**config.mk**
```make
export PLATFORM = sky130hd
export DESIGN_NAME = spd_sleep
export DESIGN_NICKNAME = d
export VERILOG_FILES = /design/src/spd_pkg.sv /design/src/spd_sync.sv /design/src/spd_sleep.sv
export VERILOG_INCLUDE_DIRS = /design/src
export SDC_FILE = /design/constraint.sdc
export NUM_CORES = 1
export LEC_CHECK = 0
export ABC_AREA = 1
export BUFFER_PORTS_ARGS = -buffer_cell sky130_fd_sc_hd__buf_2
export CAP_MARGIN = 10
export CORE_UTILIZATION = 50
export CTS_CLUSTER_DIAMETER = 150
export DETAILED_ROUTE_END_ITERATION = 6
export GPL_ROUTABILITY_DRIVEN = 1
export HOLD_SLACK_MARGIN = 0.1
export PLACE_DENSITY = 0.74
export SETUP_SLACK_MARGIN = 0.5
export SKIP_LAST_GASP = 1
export SYNTH_ARGS = -nofsm -noshare
export SYNTH_HDL_FRONTEND = slang
export SYNTH_SLANG_ARGS = --single-unit
```
**constraint.sdc**
```tcl
create_clock -name core_clk -period 2.15 [get_ports core_clk]
set_input_delay 0.215 -clock core_clk [delete_from_list [all_inputs] [get_ports core_clk]]
set_output_delay 0.215 -clock core_clk [all_outputs]
set_load 0.05 [all_outputs]
```
**src/spd_cfg.svh**
```systemverilog
// Constants for the pin-controlled sleep block
`ifndef SPD_CFG_SVH
`define SPD_CFG_SVH
`define SPD_CLK_MHZ 25
`define SPD_WAKE_US 1
// Longest wake time rounds down: 1 us at 25 MHz is 25 cycles
`define SPD_WAKE_CYC ((`SPD_WAKE_US * `SPD_CLK_MHZ) > 0 ? \
    (`SPD_WAKE_US * `SPD_CLK_MHZ) : 1)
`define SPD_DATA_W 8
`define SPD_ENA_RST 1'h0
`define SPD_SYNC_STAGES 3
// Edges from a request pin change to the state register: three
// synchroniser stages, the filter register, then the state itself
`define SPD_REQ_LAT 5
`endif

```
**src/spd_pkg.sv**
```systemverilog
// Types for the pin-controlled sleep block
package spd_pkg;
    typedef enum logic [1:0] {SPD_RUN, SPD_SLEEP, SPD_WAKE} spd_state_e;
    // One group of user logic pins: data and output enable
    typedef struct packed {
        logic [7:0] data;
        logic [7:0] oe;
    } spd_pins_s;
endpackage

```
**src/spd_sync.sv**
```systemverilog
// Three-stage pin synchroniser with agreement filter
`timescale 1ns/1ns
`default_nettype none
module spd_sync (
    // Clock and reset
    input wire logic core_clk,
    input wire logic rst_n,
    // Pin in, filtered level out
    input wire logic pin_in,
    output logic level_out
);
    logic s1_q, s2_q, s3_q, lvl_q;
    logic lvl_d;

    // A change counts once stages two and three agree
    always_comb
    begin
        lvl_d = lvl_q;
        if (s2_q == s3_q)
        begin
            lvl_d = s2_q;
        end
    end

    // Stage one is read by stage two only
    always_ff @(posedge core_clk or negedge rst_n)
    begin
        if (!rst_n)
        begin
            s1_q <= 1'h0;
            s2_q <= 1'h0;
            s3_q <= 1'h0;
            lvl_q <= 1'h0;
        end
        else
        begin
            s1_q <= pin_in;
            s2_q <= s1_q;
            s3_q <= s2_q;
            lvl_q <= lvl_d;
        end
    end

    assign level_out = lvl_q;
endmodule // spd_sync
`default_nettype wire

```
**src/spd_sleep.sv**
```systemverilog
// Pin-controlled sleep: freezes user logic and pins while requested
//
// Functional notes
// - Sleep works only when the option strap is enabled; pin then is request
// - Request high with option on keeps sleep; request low leaves it
// - Entering sleep holds all outputs and registers; outputs stay driven
// - Outputs tri-stated at sleep onset stay tri-stated until wake
// - In sleep all inputs, enables and clock enables are ignored
// - Input hold latches stay active so pins keep a defined level
// - After request falls, inputs and outputs valid again within 1 us
`timescale 1ns/1ns
`default_nettype none
`include "spd_cfg.svh"
module spd_sleep #(
    parameter int unsigned WAKE_CYC = `SPD_WAKE_CYC
) (
    // Clock and reset
    input wire logic core_clk,
    input wire logic rst_n,
    // Configuration strap, caught after reset release
    input wire logic sleep_option_en,
    // Sleep request pin
    input wire logic sleep_request_pin,
    // User logic side: what the array wants on the pins
    input wire spd_pkg::spd_pins_s core_out,
    input wire logic core_clk_en,
    // User logic side: pin levels and clock enable as seen by the array
    output spd_pkg::spd_pins_s pin_out,
    output logic [`SPD_DATA_W-1:0] pin_in_held,
    output logic core_clk_en_gated,
    // Raw pad inputs
    input wire logic [`SPD_DATA_W-1:0] pad_in,
    // Status
    output logic sleep_active,
    output logic wake_busy
);
    import spd_pkg::*;

    // The wake budget runs from the pin edge, so the request path's own
    // latency is taken out of the counted wait. Without this the default
    // would overrun the budget by the synchroniser delay.
    localparam int unsigned REQ_LAT = `SPD_REQ_LAT;
    localparam int unsigned WAKE_SPAN = (WAKE_CYC > REQ_LAT) ?
        (WAKE_CYC - REQ_LAT) : 1;
    // Counter is 8 bits wide; longer budgets would need a wider counter
    localparam logic [7:0] WAKE_CNT = WAKE_SPAN[7:0];

    // Wake counter step, shared by the exit test and the increment
    function automatic logic [7:0] cnt_step(input logic [7:0] c);
        return c + 8'h01;
    endfunction

    logic req_lvl;
    logic opt_q, opt_d, opt_caught_q, opt_caught_d;
    spd_state_e st_q, st_d;
    logic [7:0] cnt_q, cnt_d;
    spd_pins_s pins_q, pins_d;
    logic [`SPD_DATA_W-1:0] hold_q, hold_d;
    logic [`SPD_DATA_W-1:0] pad_sync;
    logic ce_q, ce_d, act_q, act_d, busy_q, busy_d;

    // Request path latency, counted in rising edges after the pin moves:
    //   edges 1 to 3 fill the synchroniser, edge 4 updates the filtered
    //   level, edge 5 moves the state and the frozen outputs together.
    // A request shorter than two samples never reaches the state machine,
    // which is the price paid for ignoring single-cycle glitches.
    // Request pin comes from outside, so it is synchronised
    spd_sync u_req_sync (
        .core_clk(core_clk),
        .rst_n(rst_n),
        .pin_in(sleep_request_pin),
        .level_out(req_lvl)
    );

    // Pads are synchronised per bit before the hold latch
    // Bits are independent levels, so no word coherence is needed here
    for (genvar i = 0; i < `SPD_DATA_W; i++)
    begin : g_pad
        spd_sync u_pad_sync (
            .core_clk(core_clk),
            .rst_n(rst_n),
            .pin_in(pad_in[i]),
            .level_out(pad_sync[i])
        );
    end

    // Strap caught once on the first clock after reset release
    // A strap that moves later is ignored until the next reset: it is a
    // build-time choice, not a run-time control
    always_comb
    begin
        opt_d = opt_q;
        opt_caught_d = 1'h1;
        if (!opt_caught_q)
        begin
            opt_d = sleep_option_en;
        end
    end

    // Sleep sequencing; wake counter gives the pins time to settle
    always_comb
    begin
        st_d = st_q;
        cnt_d = cnt_q;
        unique case (st_q)
            SPD_RUN:
            begin
                // Request only acts as sleep when the option is on
                if (opt_q && req_lvl)
                begin
                    st_d = SPD_SLEEP;
                end
            end
            SPD_SLEEP:
            begin
                if (!req_lvl)
                begin
                    st_d = SPD_WAKE;
                    cnt_d = 8'h00;
                end
            end
            SPD_WAKE:
            begin
                // Re-entry is allowed at once; state is still held
                // and the count starts over on the next wake
                if (req_lvl)
                begin
                    st_d = SPD_SLEEP;
                end
                else if (cnt_step(cnt_q) >= WAKE_CNT)
                begin
                    st_d = SPD_RUN;
                end
                else
                begin
                    cnt_d = cnt_step(cnt_q);
                end
            end
            // Two state bits hold one unused code; a stray upset lands
            // back in run rather than locking the pins frozen forever
            default:
            begin
                st_d = SPD_RUN;
                cnt_d = 8'h00;
            end
        endcase
    end

    // Freeze: pins and enables only follow the array while running
    // Outside logic may keep sampling the pins during sleep and still
    // see the values from the cycle before the state moved to sleep
    always_comb
    begin
        pins_d = pins_q;
        hold_d = hold_q;
        ce_d = 1'h0;
        if (st_d == SPD_RUN)
        begin
            pins_d = core_out;
            hold_d = pad_sync;
            ce_d = core_clk_en;
        end
        // Otherwise held data, held enables and a stopped clock:
        // tri-stated pins keep oe low, driven pins keep their value
        act_d = (st_d == SPD_SLEEP);
        busy_d = (st_d == SPD_WAKE);
    end

    // Strap capture registers
    always_ff @(posedge core_clk or negedge rst_n)
    begin
        if (!rst_n)
        begin
            opt_q <= `SPD_ENA_RST;
            opt_caught_q <= 1'h0;
        end
        else
        begin
            opt_q <= opt_d;
            opt_caught_q <= opt_caught_d;
        end
    end

    // Sequencer registers
    always_ff @(posedge core_clk or negedge rst_n)
    begin
        if (!rst_n)
        begin
            st_q <= SPD_RUN;
            cnt_q <= 8'h00;
        end
        else
        begin
            st_q <= st_d;
            cnt_q <= cnt_d;
        end
    end

    // Reset only by rst_n; wake never clears user state
    always_ff @(posedge core_clk or negedge rst_n)
    begin
        if (!rst_n)
        begin
            pins_q <= '0;
            hold_q <= '0;
            ce_q <= 1'h0;
            act_q <= 1'h0;
            busy_q <= 1'h0;
        end
        else
        begin
            pins_q <= pins_d;
            hold_q <= hold_d;
            ce_q <= ce_d;
            act_q <= act_d;
            busy_q <= busy_d;
        end
    end

    // Outputs come straight from registers, so nothing the array does
    // within a cycle can glitch the pins
    assign pin_out = pins_q;
    assign pin_in_held = hold_q;
    assign core_clk_en_gated = ce_q;
    assign sleep_active = act_q;
    assign wake_busy = busy_q;
endmodule // spd_sleep
`default_nettype wire

```
# Word level (Yosys, flattened, before mapping)
# Cells that the tools add are included.
word_totals:
  latch_bits: 0
  word_cells: 79
  memories: 0
  rom_bits: 0
  ramBits: 0
  in_bits: 29
  register_bits: 75
  out_inout_bits: 27
op_classes:
  muxes: 10
  mul: 0
  n_reduce_logical: 4
  addsub: 1
  n_bitwise: 1
  magnitude_cmp: 1
  div: 0
  eq_ne: 16
  shift: 0
op_table:
  columns: ["op", "count"]
  rows:
  - ["$mux 8", 3]
  - ["$pmux 8 s3", 1]
  - ["$eq 1x1->1", 9]
  - ["$add 8x1->8 const B", 1]
  - ["$ge 8x5->1 const B", 1]
  - ["$mux 2", 4]
  - ["$ne 2x2->1 const B", 3]
  - ["$pmux 2 s3", 1]
  - ["$eq 2x1->1 const B", 2]
  - ["$eq 2x2->1 const B", 2]
  - ["$logic_not 2->1", 2]
  - ["$reduce_and 4->1", 1]
  - ["$logic_and 1x1->1", 1]
  - ["$mux 1", 1]
  - ["$not 1->1", 1]

# Depth between registers and ports, before layout
# Gate-level depths: netlist of run 1.
depth:
  depth_word: 7
  depth_mapped: 13
  depth_no_buf: 12

# By module
# Synthesis of run 1 repeated with hierarchy kept, for this count alone.
hier_totals:
  cells_unflattened: 268
  hier_area_um2: 2745.1
by_module_without_submodules:
  columns: ["module", "cells_each", "seq_area_each_um2", "n_inst", "area_each_um2"]
  rows:
  - ["spd_sleep", 196, 975.9, 1, 1697.9]
  - ["spd_sync", 8, 100.1, 9, 116.4]

# Worst setup path before layout of run 1
# No wires, ideal clock.
synth_path:
  kind: "register -> register"
  start: "register cnt_q[0]"
  end: "register pins_q, in the netlist pin_out[10]"
  path_slack_ps: 469
  path_buffers: 1
  synth_period_minus_slack_ps: 1681
  stages_incl_launch_ff: 13
  required_time_ps: 2031
  t_arrival_ps: 1562
  setup_ps: 119
  path_cell_list: "dfrtp_1 -> ha_1 -> nand3_1 -> nor2_1 -> nand2_1 -> nand2_1 -> nor2_2 -> nand3_2 -> nand2_4 -> nand2_8 -> buf_2 -> nand3_1 -> nand2_1"
synth_between:
  elab_chain_len: 6
synth_rtl:
  columns: ["item", "line", "rtl"]
  rows:
  - ["from (decl)", "spd_sleep.sv:56", "logic [7:0] cnt_q, cnt_d;"]
  - ["from (signal assigned)", "spd_sleep.sv:195", "cnt_q <= cnt_d;"]
  - ["$add 8x1->8", "spd_sleep.sv:50", "return c + 8'h01;"]
  - ["$ge 8x5->1", "spd_sleep.sv:130", "else if (cnt_step(cnt_q) >= WAKE_CNT)"]
  - ["$mux 2", "spd_sleep.sv:130", null]
  - ["$mux 2", "spd_sleep.sv:126", "if (req_lvl)"]
  - ["$pmux 2 s3", "spd_sleep.sv:105", "unique case (st_q)"]
  - ["$logic_not 2->1", "spd_sleep.sv:157", "if (st_d == SPD_RUN)"]
  - ["to (signal assigned)", "spd_sleep.sv:212", "pins_q <= pins_d;"]
  - ["to (decl)", "spd_sleep.sv:57", "spd_pins_s pins_q, pins_d;"]
# No other way between the ends.
# A chain may end at the register's enable or synchronous reset.

# Worst setup path after layout of run 1
layout_path:
  start: "register cnt_q[1]"
  end: "register pins_q, in the netlist pin_out[7]"
# The elaborated chain is that of the path after synthesis.

==> results of run 1 <==
[cells in the final DEF (no fill, tap or decap), types with 2 or more instances in the layout]
cell,instances
nand3_1,28
dlygate4sd3_1,16
o21ai_0,3
nor2_4,2
nor2_2,3
buf_4,9
dfrtp_1,72
inv_1,14
nor2_1,4
nand2_2,20
buf_2,54
dfrtp_2,3
maj3_1,9
nand2_8,8
a21oi_1,7
nand2_4,5
o21ai_1,2
clkbuf_8,11
nand2_1,53
bufinv_16,2
[worst max path at each step]
| stage | slack [ns] | depth (start not counted) | to | startpoint |
|---|---|---|---|---|
| 2_1_floorplan | 0.50 | 11 | pin_out[10] | cnt_q[0] |
| 3_3_place_gp | 0.39 | 10 | pin_out[7] | cnt_q[0] |
| 3_5_place_dp | 0.32 | 11 | pin_in_held[7] | cnt_q[0] |
| 4_1_cts | 0.42 | 9 | cnt_q[1] | cnt_q[1] |
| 5_1_grt | 0.26 | 10 | cnt_q[3] | cnt_q[1] |
| 6_report | 0.32 | 11 | pin_out[7] | cnt_q[1] |
[per-stage QoR]
stage / worst slack [ns] / power, mW
6_report: 0.3222 / 4.497
3_3_place_gp: 0.3881 / 2.988
4_1_cts: 0.4246 / 4.378
5_1_grt: 0.2552 / 4.685
2_1_floorplan: 0.5013 / 2.721
3_5_place_dp: 0.3219 / 3.013
[critical path: stages (launching register included)]
cell     delay, ns
dfrtp_1       0.44
ha_4          0.19
nand3_4       0.10
o21ai_2       0.13
nand2_1       0.07
nor2_2        0.12
nand3_2       0.13
nand2_8       0.20
nand2_8       0.13
nand2_8       0.13
nand2_1       0.06
nand2_1       0.05
[flip-flops by register name, indices dropped and copies added, names as in the netlist]
name and count:
pin_out 16, u_req_sync.s3_q 1, g_pad.u_pad_sync.s2_q 8, g_pad.u_pad_sync.level_out 8, pin_in_held 8, sleep_active 1, u_req_sync.s2_q 1, u_req_sync.level_out 1
opt_q 1, g_pad.u_pad_sync.s1_q 8, u_req_sync.s1_q 1, g_pad.u_pad_sync.s3_q 8, st_q 2, core_clk_en_gated 1, cnt_q 8, wake_busy 1
opt_caught_q 1
[per-layer routing]
layer | GRT usage (%) | part of all wire [%] | vias to the layer above
met5 | 0 | 0 | -
met4 | 9.877 | 2.7 | 0
met3 | 6.481 | 5.2 | 18
met2 | 33.53 | 50 | 69
met1 | 27.39 | 42 | 1024
li1 | - | - | 969
[power by group]
part | internal (mW) | switching, mW | leakage, nW
Clock | 0.716 | 0.502 | 0.113
Sequential | 1.64 | 0.161 | 0.905
Combinational | 0.383 | 1.10 | 0.823
Total | 2.74 | 1.76 | 1.84
[layout make-up]
cell class,instances,area (um^2)
clock buffers,12,155.1
clock inverters,4,72.57
fillers,343,1389
inverters,16,62.56
multi-input cells,152,996.0
flip-flops and latches,75,1881
well taps,70,87.58
repair buffers,81,529.3
[cells by family after synthesis]
family | Yosys count | synth area share (%)
AO/OA/AOI/OAI | 13 | 2.391
XOR/XNOR | 2 | 0.6441
adder cells (fa/ha/maj) | 10 | 3.772
buffers and inverters | 22 | 4.002
flip-flops | 75 | 69.00
other | 1 | 0.1379
AND/OR/NAND/NOR | 119 | 20.06
[timing repair]
item                                    CTS  global route
pin swaps                                 8            11
gates resized for setup                  15            33
gates cloned                              6             1
endpoints found under the setup margin   30            34
hold buffers                             16             0
hold endpoints to repair                 57             0
setup buffers                             4             4
==> run_results.csv, run 1 <==
group,metric,value,unit
clocking,htreeDepth,3,
min_path,hp-class,"in2reg",
run,maxCapViolations,0,
worst_setup_path,regToRegEndpoint,"pin_out[7]",
timing,setup_viol,0,
die,num_rows,26,
synthesis,synth-async-reset-ratio,100.0,%
synthesis,ys_seq_elements,75,
route,via_per_inst,5.073,
worst_setup_path,reg2reg_depth,11,
final_layout,drive_gt1_share,37.94,%
placement,dpl_cell_area,0.003072,mm^2
global_routing,track_usage,21.38,%
placement,placed_cells,363,
worst_setup_path,start_kind,"flop",
timing,fin_crit_sh,85.02,%
route,drt_wl_total,6199,um
synthesis,synthFlopType,"dfrtp_1",
min_path,min_to,"pin_out[0]",
route,wl_per_cell,15.12,um
route,detail-route-antenna-nets,0,
clocking,cts_tree,"built",
timing,min_period,1.828,ns
min_path,min_from,"core_out[0]",
global_routing,grt_pass1_vias,1898,
final_layout,syn2layout_area_growth,39.10,%
global_routing,antenna_found_initial,0,
timing,finalMaxSlewViolations,0,
synthesis,syn_avg_cell_area,11.24,um^2
worst_setup_path,regToRegSetupSlack,0.32,ns
placement,post-dp-hpwl,3041,um
synthesis,synth_area,0.002720,mm^2
worst_setup_path,critical_path_peak_fanout,8,
global_routing,grt_max_degree,44,
die,io_pins,56,
final_layout,finalNonFillerCells,410,
clocking,clockBufferDepth,2,
timing,fmax,547.1,MHz
die,die_w,75.76,um
clocking,cts.sinks,75,
clocking,cts_root_buf,"clkbuf_8",
synthesis,synth_commonest_cells,"dfrtp_1, nand2_1, nand3_1",
min_path,min_path_cells,3,
final_layout,n_antenna_cell,0,
synthesis,synth_largest_area_cell,"dfrtp_1",
route,drt-pass1-iter-count,4,
timing,skew,0.01316,ns
synthesis,synthDistinctLibCells,23,
outcome,outcome,"finished clean",
global_routing,grt_pass1_wl,8694,um
synthesis,synth_nets,272,
timing,hold_ws,0.1100,ns
synthesis,synth.yosys.seq_area_share,69.00,%
die,dieArea,0.005739,mm^2
pwr,ir_drop,0.6779,mV
final_layout,utilization,73.15,%
route,first_iter_violations,160,
clocking,clk_latency,0.34,ns
placement,port_buffers,55,
timing,relSlewSlack,62.53,%
worst_setup_path,crit_arrival,2.10,ns
die,start_util,52.59,%
pwr,powerDensity,1189,mW/mm^2
global_routing,gr-total-overflow,0,
route,drcViolationCount,0,
timing,final-hold-violation-count,0,
timing,finalSetupTns,0,ns
route,dr_total_vias,2080,
synthesis,synth_edf_count,0,
synthesis,syn_inst,242,
synthesis,yosys_warnings,0,
pwr,p_leak,1.840,nW
worst_setup_path,r2r_start,"cnt_q[1]",
synthesis,synth_area_leaders,"dfrtp_1, nand2_1, nand3_1",
clocking,clkTransAtPathRegs,0.08,ns
clocking,cts_buffers,9,
placement,routabilityCongestion,0.8121,
die,core,0.005172,mm^2
synthesis,yosysTopAreaCellShare,69.00,%
worst_setup_path,endpoint_kind,"flop",
final_layout,final_cell_area,0.003784,mm^2
final_layout,layout.nets,365,
die,die_y,75.76,um
timing,rsz0062_at_grt,"yes",
worst_setup_path,path_class,"reg2reg",
worst_setup_path,worstPathRequired,2.42,ns
timing,worstMarginPinSlew,0.5620,ns
(Power assumes the default switching activity.)
==> inputs of run 2 (changes only) <==
--- a/config.mk
+++ b/config.mk
@@ -9,7 +9,7 @@
 export ABC_AREA = 1
 export BUFFER_PORTS_ARGS = -buffer_cell sky130_fd_sc_hd__buf_2
 export CAP_MARGIN = 10
-export CORE_UTILIZATION = 50
+export CORE_UTILIZATION = 48
 export CTS_CLUSTER_DIAMETER = 150
 export DETAILED_ROUTE_END_ITERATION = 6
 export GPL_ROUTABILITY_DRIVEN = 1
@@ -19,4 +19,5 @@
 export SKIP_LAST_GASP = 1
 export SYNTH_ARGS = -nofsm -noshare
 export SYNTH_HDL_FRONTEND = slang
+export SYNTH_HIERARCHICAL = 1
 export SYNTH_SLANG_ARGS = --single-unit
==> constraint.sdc (replaced) <==
create_clock -name core_clk -period 1.6 [get_ports core_clk]
set_input_delay 0.24 -clock core_clk [delete_from_list [all_inputs] [get_ports core_clk]]
set_output_delay 0.24 -clock core_clk [all_outputs]
set_load 0.05 [all_outputs]
==> run 2 against run 1 <==
The run now ends with setup timing left. Count of clock-buffer cells in the layout fell by 3. Critical path depth rose by 2. Cell count rose by 8.0%. First-iteration DRC count fell by 41%. Register-to-register slack got worse by 0.47 ns. Synthesized cell count rose by 11%. Combinational power rose by 65%. Largest power group unchanged.
==> run_results.csv, run 2 <==
group,metric,value,unit
worst_setup_path,r2r_start,"cnt_q[1]",
run,maxCapViolations,0,
synthesis,synthSimpleGateAreaFrac,20.83,%
synthesis,synth_most_common_cell,"nand2_1",
route,drt-pass1-iter-count,4,
timing,final-hold-violation-count,0,
worst_setup_path,critical_path_peak_fanout,13,
final_layout,final_cell_mix,"nand2_1, dfrtp_1, buf_6",
route,dr_total_vias,2166,
route,drt_wl_total,6248,um
outcome,violations,"setup timing",
synthesis,syn_inst,268,
final_layout,n_antenna_cell,0,
synthesis,synth_xor_xnor_area_share,0.6381,%
timing,setup_viol,35,
global_routing,grtUsageMet3,6.588,%
synthesis,synth.yosys.seq_area_share,68.37,%
clocking,cts_buffers,9,
synthesis,ys_seq_elements,75,
final_layout,layout.nets,396,
timing,skew,0.009478,ns
worst_setup_path,worstPathRequired,1.88,ns
worst_setup_path,start_kind,"flop",
synthesis,synth-async-reset-ratio,100.0,%
placement,routabilityCongestion,0.7931,
synthesis,muxShareOfSynthArea,0.4102,%
synthesis,synth_nets,298,
min_path,min_from,"core_out[0]",
final_layout,final_cell_area,0.003930,mm^2
global_routing,grt.met1_usage,26.44,%
timing,min_period,1.750,ns
timing,rsz0062_at_grt,"yes",
synthesis,synth_area,0.002745,mm^2
die,die_w,77.63,um
clocking,cts.sinks,75,
synthesis,yosysTopAreaCellShare,68.37,%
synthesis,synth_edf_count,0,
synthesis,synth_fa_ha_area_share,0.4558,%
route,first_iter_violations,95,
synthesis,synthFlopType,"dfrtp_1",
pwr,ir_drop,0.7754,mV
global_routing,grt_busiest_layer,"met2",
global_routing,gr-total-overflow,0,
route,via_per_inst,4.889,
placement,port_buffers,55,
die,io_pins,56,
placement,placed_cells,403,
global_routing,antenna_found_initial,0,
final_layout,final_common_cell,"nand2_1",
global_routing,grt_pass1_vias,2121,
global_routing,grt_pass1_wl,9763,um
pwr,powerDensity,1618,mW/mm^2
synthesis,synth_top_family_by_area,"simple AND/OR/NAND/NOR gates",
die,die_y,77.63,um
placement,post-dp-hpwl,3568,um
timing,worstMarginPinSlew,0.5950,ns
worst_setup_path,crit_arrival,2.03,ns
synthesis,yosys_warnings,6,
final_layout,syn2layout_area_growth,43.16,%
timing,fmax,571.4,MHz
synthesis,synth_compound_area_share,3.965,%
die,start_util,49.85,%
route,drcViolationCount,0,
synthesis,synth_largest_area_cell,"dfrtp_1",
clocking,clkTransAtPathRegs,0.08,ns
timing,finalMaxSlewViolations,0,
synthesis,syn_avg_cell_area,10.24,um^2
min_path,hp-class,"in2reg",
final_layout,utilization,71.37,%
synthesis,synth_area_leaders,"dfrtp_1, nand2_1, nand3_1",
timing,setup_ws,-0.1500,ns
worst_setup_path,endpoint_kind,"flop",
pwr,p_leak,2.012,nW
final_layout,largest_register_ffs,16,
clocking,cts_root_buf,"clkbuf_8",
placement,dpl_cell_area,0.003238,mm^2
die,dieArea,0.006026,mm^2
global_routing,track_usage,21.88,%
timing,fin_crit_sh,109.4,%
route,wl_per_cell,14.10,um
clocking,cts_tree,"built",
clocking,clockBufferDepth,2,
timing,relSlewSlack,60.29,%
timing,hold_ws,0.1242,ns
clocking,htreeDepth,3,
outcome,outcome,"finished with violations",
clocking,clk_latency,0.35,ns
worst_setup_path,path_class,"reg2reg",
die,num_rows,27,
placement,pre_cts_slack,-0.1263,ns
synthesis,synthDistinctLibCells,21,
synthesis,synth_commonest_cells,"nand2_1, dfrtp_1, nand3_1",
final_layout,drive_gt1_share,33.42,%
global_routing,grt_util_met2,34.78,%
route,detail-route-antenna-nets,0,
final_layout,finalNonFillerCells,443,
global_routing,grt_max_degree,33,
worst_setup_path,crit_path_start,"cnt_q[1]",
die,core,0.005507,mm^2
[run 2: cell types whose count changed in the layout (fill, tap and decap cells not counted), sizes merged, moves of 2 or more]
cell	before	now
buf	65	82
clkbuf	12	9
dlygate4sd3	16	10
clkinv	1	4
maj3	9	0
nor2	9	19
nor3	0	2
a21oi	7	12
inv	16	28
[run 2: power breakdown]
| part | switching (mW) | internal, mW | leakage (nW) |
|---|---|---|---|
| clock network | 0.721 | 0.730 | 0.0998 |
| logic | 1.51 | 0.931 | 1.00 |
| registers | 0.249 | 2.22 | 0.912 |
| total | 2.48 | 3.88 | 2.01 |
[run 2: cell type report]
class / instances / area [um^2]
flip-flops and latches: 75 / 1878
clock inverters: 7 / 77.57
multi-input cells: 161 / 845.8
fillers: 391 / 1577
inverters: 27 / 101.3
repair buffers: 92 / 813.3
clock buffers: 9 / 123.9
well taps: 72 / 90.09
[run 2: final timing paths]
| check | end | slack [ns] | cells after the start |
|---|---|---|---|
| max | pin_in_held[5] | -0.15 | 13 |
| min | pin_out[0] | 0.12 | 3 |
| max reg2reg | pin_in_held[5] | -0.15 | 13 |
| min reg2reg | g_pad[4].u_pad_sync/s2_q | 0.35 | 0 |
| max in group asynchronous | cnt_q[2] | 0.69 | 3 |
| min in group asynchronous | pin_out[12] | 0.34 | 2 |
[run 2: worst max-delay path: stages, from the launching register on]
cell	delay, ns
dfrtp_1	0.41
buf_4	0.16
nand3_2	0.10
nand2_1	0.08
nand2_1	0.08
nand2_1	0.06
nand2_1	0.09
nand2_2	0.07
o21bai_4	0.17
nand2_4	0.09
nand2_4	0.11
buf_12	0.14
nand2_1	0.06
nand2_1	0.06
[run 2: logic make-up after synthesis]
family | Yosys count
other | 1
muxes | 1
AOI/OAI and AO/OA | 19
and+or+nand+nor | 136
adders and majority gates | 1
DFF | 75
buffers and inverters | 33
xor gates and xnor gates | 2
[run 2: per-layer routing]
layer  share of wire, %  vias up
li1                   -     1035
met1                 42     1045
met2                 51       69
met3                4.4       17
met4                3.5        0
met5                  0        -
[run 2: timing repair]
action | CTS | global route
setup endpoints to repair | 64 | 64
hold buffers | 10 | 0
endpoints found under the hold margin | 35 | 0
gates cloned | 0 | 1
resized for setup | 62 | 23
pin swaps | 3 | 4
buffers inserted | 6 | 7
[run 2: per-stage QoR]
step           total power, mW  setup TNS, ns
2_1_floorplan            3.757         -1.130
3_3_place_gp             4.272        -0.6454
3_5_place_dp             4.313         -2.996
4_1_cts                  6.212         -1.965
5_1_grt                  6.648         -8.085
6_report                 6.358         -4.216
==> inputs of run 3 (changes only) <==
--- a/config.mk
+++ b/config.mk
@@ -9,12 +9,14 @@
 export ABC_AREA = 1
 export BUFFER_PORTS_ARGS = -buffer_cell sky130_fd_sc_hd__buf_2
 export CAP_MARGIN = 10
-export CORE_UTILIZATION = 48
+export CELL_PAD_IN_SITES_DETAIL_PLACEMENT = 1
+export CELL_PAD_IN_SITES_GLOBAL_PLACEMENT = 1
+export CORE_UTILIZATION = 37
 export CTS_CLUSTER_DIAMETER = 150
 export DETAILED_ROUTE_END_ITERATION = 6
 export GPL_ROUTABILITY_DRIVEN = 1
 export HOLD_SLACK_MARGIN = 0.1
-export PLACE_DENSITY = 0.74
+export PLACE_DENSITY_LB_ADDON = 0.1
 export SETUP_SLACK_MARGIN = 0.5
 export SKIP_LAST_GASP = 1
 export SYNTH_ARGS = -nofsm -noshare
==> run 3 against run 2 <==
The flow still finishes with violations (setup timing). Worst setup slack worse by 0.024 ns. Clock power about the same. First-iteration DRC count up 44%. Largest power group is now combinational cells. Sequential power about the same. Final area up 8.1%. Critical endpoint is now pin_out[15]. Total power up 6.3%. Maximum frequency down 1.3%. Combinational power up 15%. Die area up 29%. Routed wire length up 10%.
==> run_results.csv, run 3 (same netlist as run 2, synthesis figures left out) <==
group,metric,value,unit
worst_setup_path,reg2reg_depth,13,
route,wl_per_cell,14.26,um
placement,post-dp-hpwl,3831,um
worst_setup_path,endpoint_kind,"flop",
worst_setup_path,cp_top_family,"simple AND/OR/NAND/NOR gates",
min_path,min_to,"pin_out[13]",
route,drt_wl_total,6886,um
route,top_layer_used,"met4",
die,num_rows,31,
die,io_pins,56,
pwr,p_leak,2.123,nW
timing,rsz0062_at_grt,"yes",
worst_setup_path,path_class,"reg2reg",
final_layout,largest_register_ffs,16,
clocking,htreeDepth,3,
route,route.met2.wl,3484,um
route,dr_total_vias,2185,
pwr,power,6.757,mW
route,drcViolationCount,0,
clocking,clk_latency,0.35,ns
pwr,p_sw,2.610,mW
clocking,clockBufferDepth,2,
timing,min_period,1.774,ns
final_layout,final_cell_mix,"dfrtp_1, nand2_1, buf_6",
final_layout,utilization,58.90,%
die,dieArea,0.007768,mm^2
final_layout,layout.nets,409,
worst_setup_path,crit_top_cell,"nand2_1",
min_path,min_from,"core_out[13]",
final_layout,drive_gt1_share,41.41,%
pwr,seq_power_share,36.6,%
die,die_y,88.14,um
timing,relSlewSlack,58.90,%
die,core,0.007214,mm^2
die,die_w,88.14,um
final_layout,syn2layout_area_growth,54.79,%
min_path,hp-class,"in2reg",
timing,fin_crit_sh,110.8,%
pwr,powerDensity,1590,mW/mm^2
global_routing,gr-total-overflow,0,
worst_setup_path,crit_buf_inv,2,
placement,port_buffers,55,
worst_setup_path,regToRegEndpoint,"pin_out[15]",
route,via_per_inst,4.524,
timing,finalMaxSlewViolations,0,
final_layout,n_antenna_cell,0,
global_routing,grt_max_degree,34,
clocking,cts_tree,"built",
pwr,switching_share,38.63,%
global_routing,track_usage,18.95,%
min_path,min_path_cells,3,
pwr,power.internal,4.147,mW
clocking,cts_root_buf,"clkbuf_8",
timing,hold_ws,0.1165,ns
route,first_iter_violations,137,
worst_setup_path,regToRegSetupSlack,-0.17,ns
global_routing,antenna_found_initial,0,
route,detail-route-antenna-nets,0,
pwr,pwr-share-comb,41.4,%
timing,setup_ws,-0.1736,ns
placement,routabilityCongestion,0.7278,
route,m1WireLength,3062,um
timing,setup_viol,33,
pwr,p_clk_share,22.0,%
die,start_util,38.05,%
timing,worstMarginPinSlew,0.6158,ns
worst_setup_path,cp_slowest_cell,"dfrtp_1",
worst_setup_path,r2r_start,"cnt_q[1]",
global_routing,grt_pass1_vias,2225,
global_routing,grt_pass1_wl,10690,um
final_layout,final_common_cell,"dfrtp_1",
worst_setup_path,start_kind,"flop",
route,wl_met3,243,um
timing,finalSetupTns,-4.346,ns
clocking,cts_buffers,9,
timing,skew,0.009520,ns
placement,pre_cts_slack,-0.1688,ns
clocking,clkTransAtPathRegs,0.08,ns
outcome,outcome,"finished with violations",
outcome,violations,"setup timing",
timing,final-hold-violation-count,0,
worst_setup_path,critical_path_peak_fanout,7,
worst_setup_path,slowest_delay,0.42,ns
timing,fmax,563.8,MHz
worst_setup_path,crit_chain,"buf_6 -> nand3_4 -> nand2_2 -> nand2_1 -> nand2_1 -> nand2_1 -> nand2_2 -> o21bai_4 -> nand2_4 -> nand2_8 -> clkbuf_16 -> nand2_1 -> nand2_1",
route,drt-pass1-iter-count,4,
pwr,ir_drop,0.8752,mV
run,maxCapViolations,0,
worst_setup_path,crit_arrival,2.07,ns
worst_setup_path,worstPathRequired,1.90,ns
clocking,cts.sinks,75,
==> run 3: cell types whose count changed in the layout (fill, tap and decap cells not counted), moves of 3 or more <==
| cell | delta |
|---|---|
| buf_4 | +4 |
| clkinv_4 | -3 |
| dlygate4sd3_1 | +3 |
| inv_1 | -4 |
| inv_2 | +3 |
| nand2_1 | -14 |
| nand2_2 | +10 |
| nand2_4 | +3 |
| o21ai_2 | +3 |
==> run 3: timing repair <==
item                       in CTS  in global routing
gates resized for setup        84                 37
hold endpoints to repair       38                  0
setup endpoints to repair      64                 64
pin swaps                       8                 12
cloned                          3                  1
hold buffers                   13                  0
setup buffers                   9                 12
==> run 3: worst max-delay path by stage <==
stage | to | slack (ns) | from | cells past startpoint
final | pin_out[15] | -0.17 | cnt_q[1] | 13
after global routing | pin_out[15] | -0.27 | cnt_q[1] | 13
after floorplan | pin_in_held[0] | -0.06 | cnt_q[0] | 10
after global placement | cnt_q[1] | -0.15 | cnt_q[1] | 9
after detailed placement | cnt_q[1] | -0.17 | cnt_q[1] | 9
after CTS | pin_out[14] | -0.10 | cnt_q[0] | 12
==> run 3: worst min-delay path, stage by stage <==
cell and delay (ns):
buf_2 0.08, nand3_1 0.06, nand2_1 0.06
==> run 3: power groups by stage <==
| stage | combinational [mW] | clock [mW] | sequential [mW] |
|---|---|---|---|
| floorplan | 0.500 | 0 | 3.26 |
| global placement | 1.90 | 0 | 2.42 |
| detailed placement | 1.94 | 0 | 2.42 |
| CTS | 2.46 | 1.53 | 2.46 |
| global route | 2.97 | 1.60 | 2.51 |
| finish | 2.80 | 1.48 | 2.47 |
==> run 3: metrics by stage <==
stage | area, um^2 | cells
finish | 4249 | 483
CTS | 4006 | 470
detailed placement | 3289 | 429
global route | 4249 | 483
global placement | 3289 | 429
floorplan | 2784 | 268
==> run 3: per-layer routing <==
layer,vias up,track usage (%)
met2,41,29.88
met5,-,0
met3,8,4.807
met1,1077,24.83
li1,1059,-
met4,0,8.358
==> run 3: layout make-up <==
type,instances,area [um^2]
clock buffer,11,141.4
tap,99,123.9
clock inverter,5,61.31
multi-input combinational,161,937.1
timing repair buffer,105,1001
sequential,75,1881
fill,796,2965
inverter,27,103.9
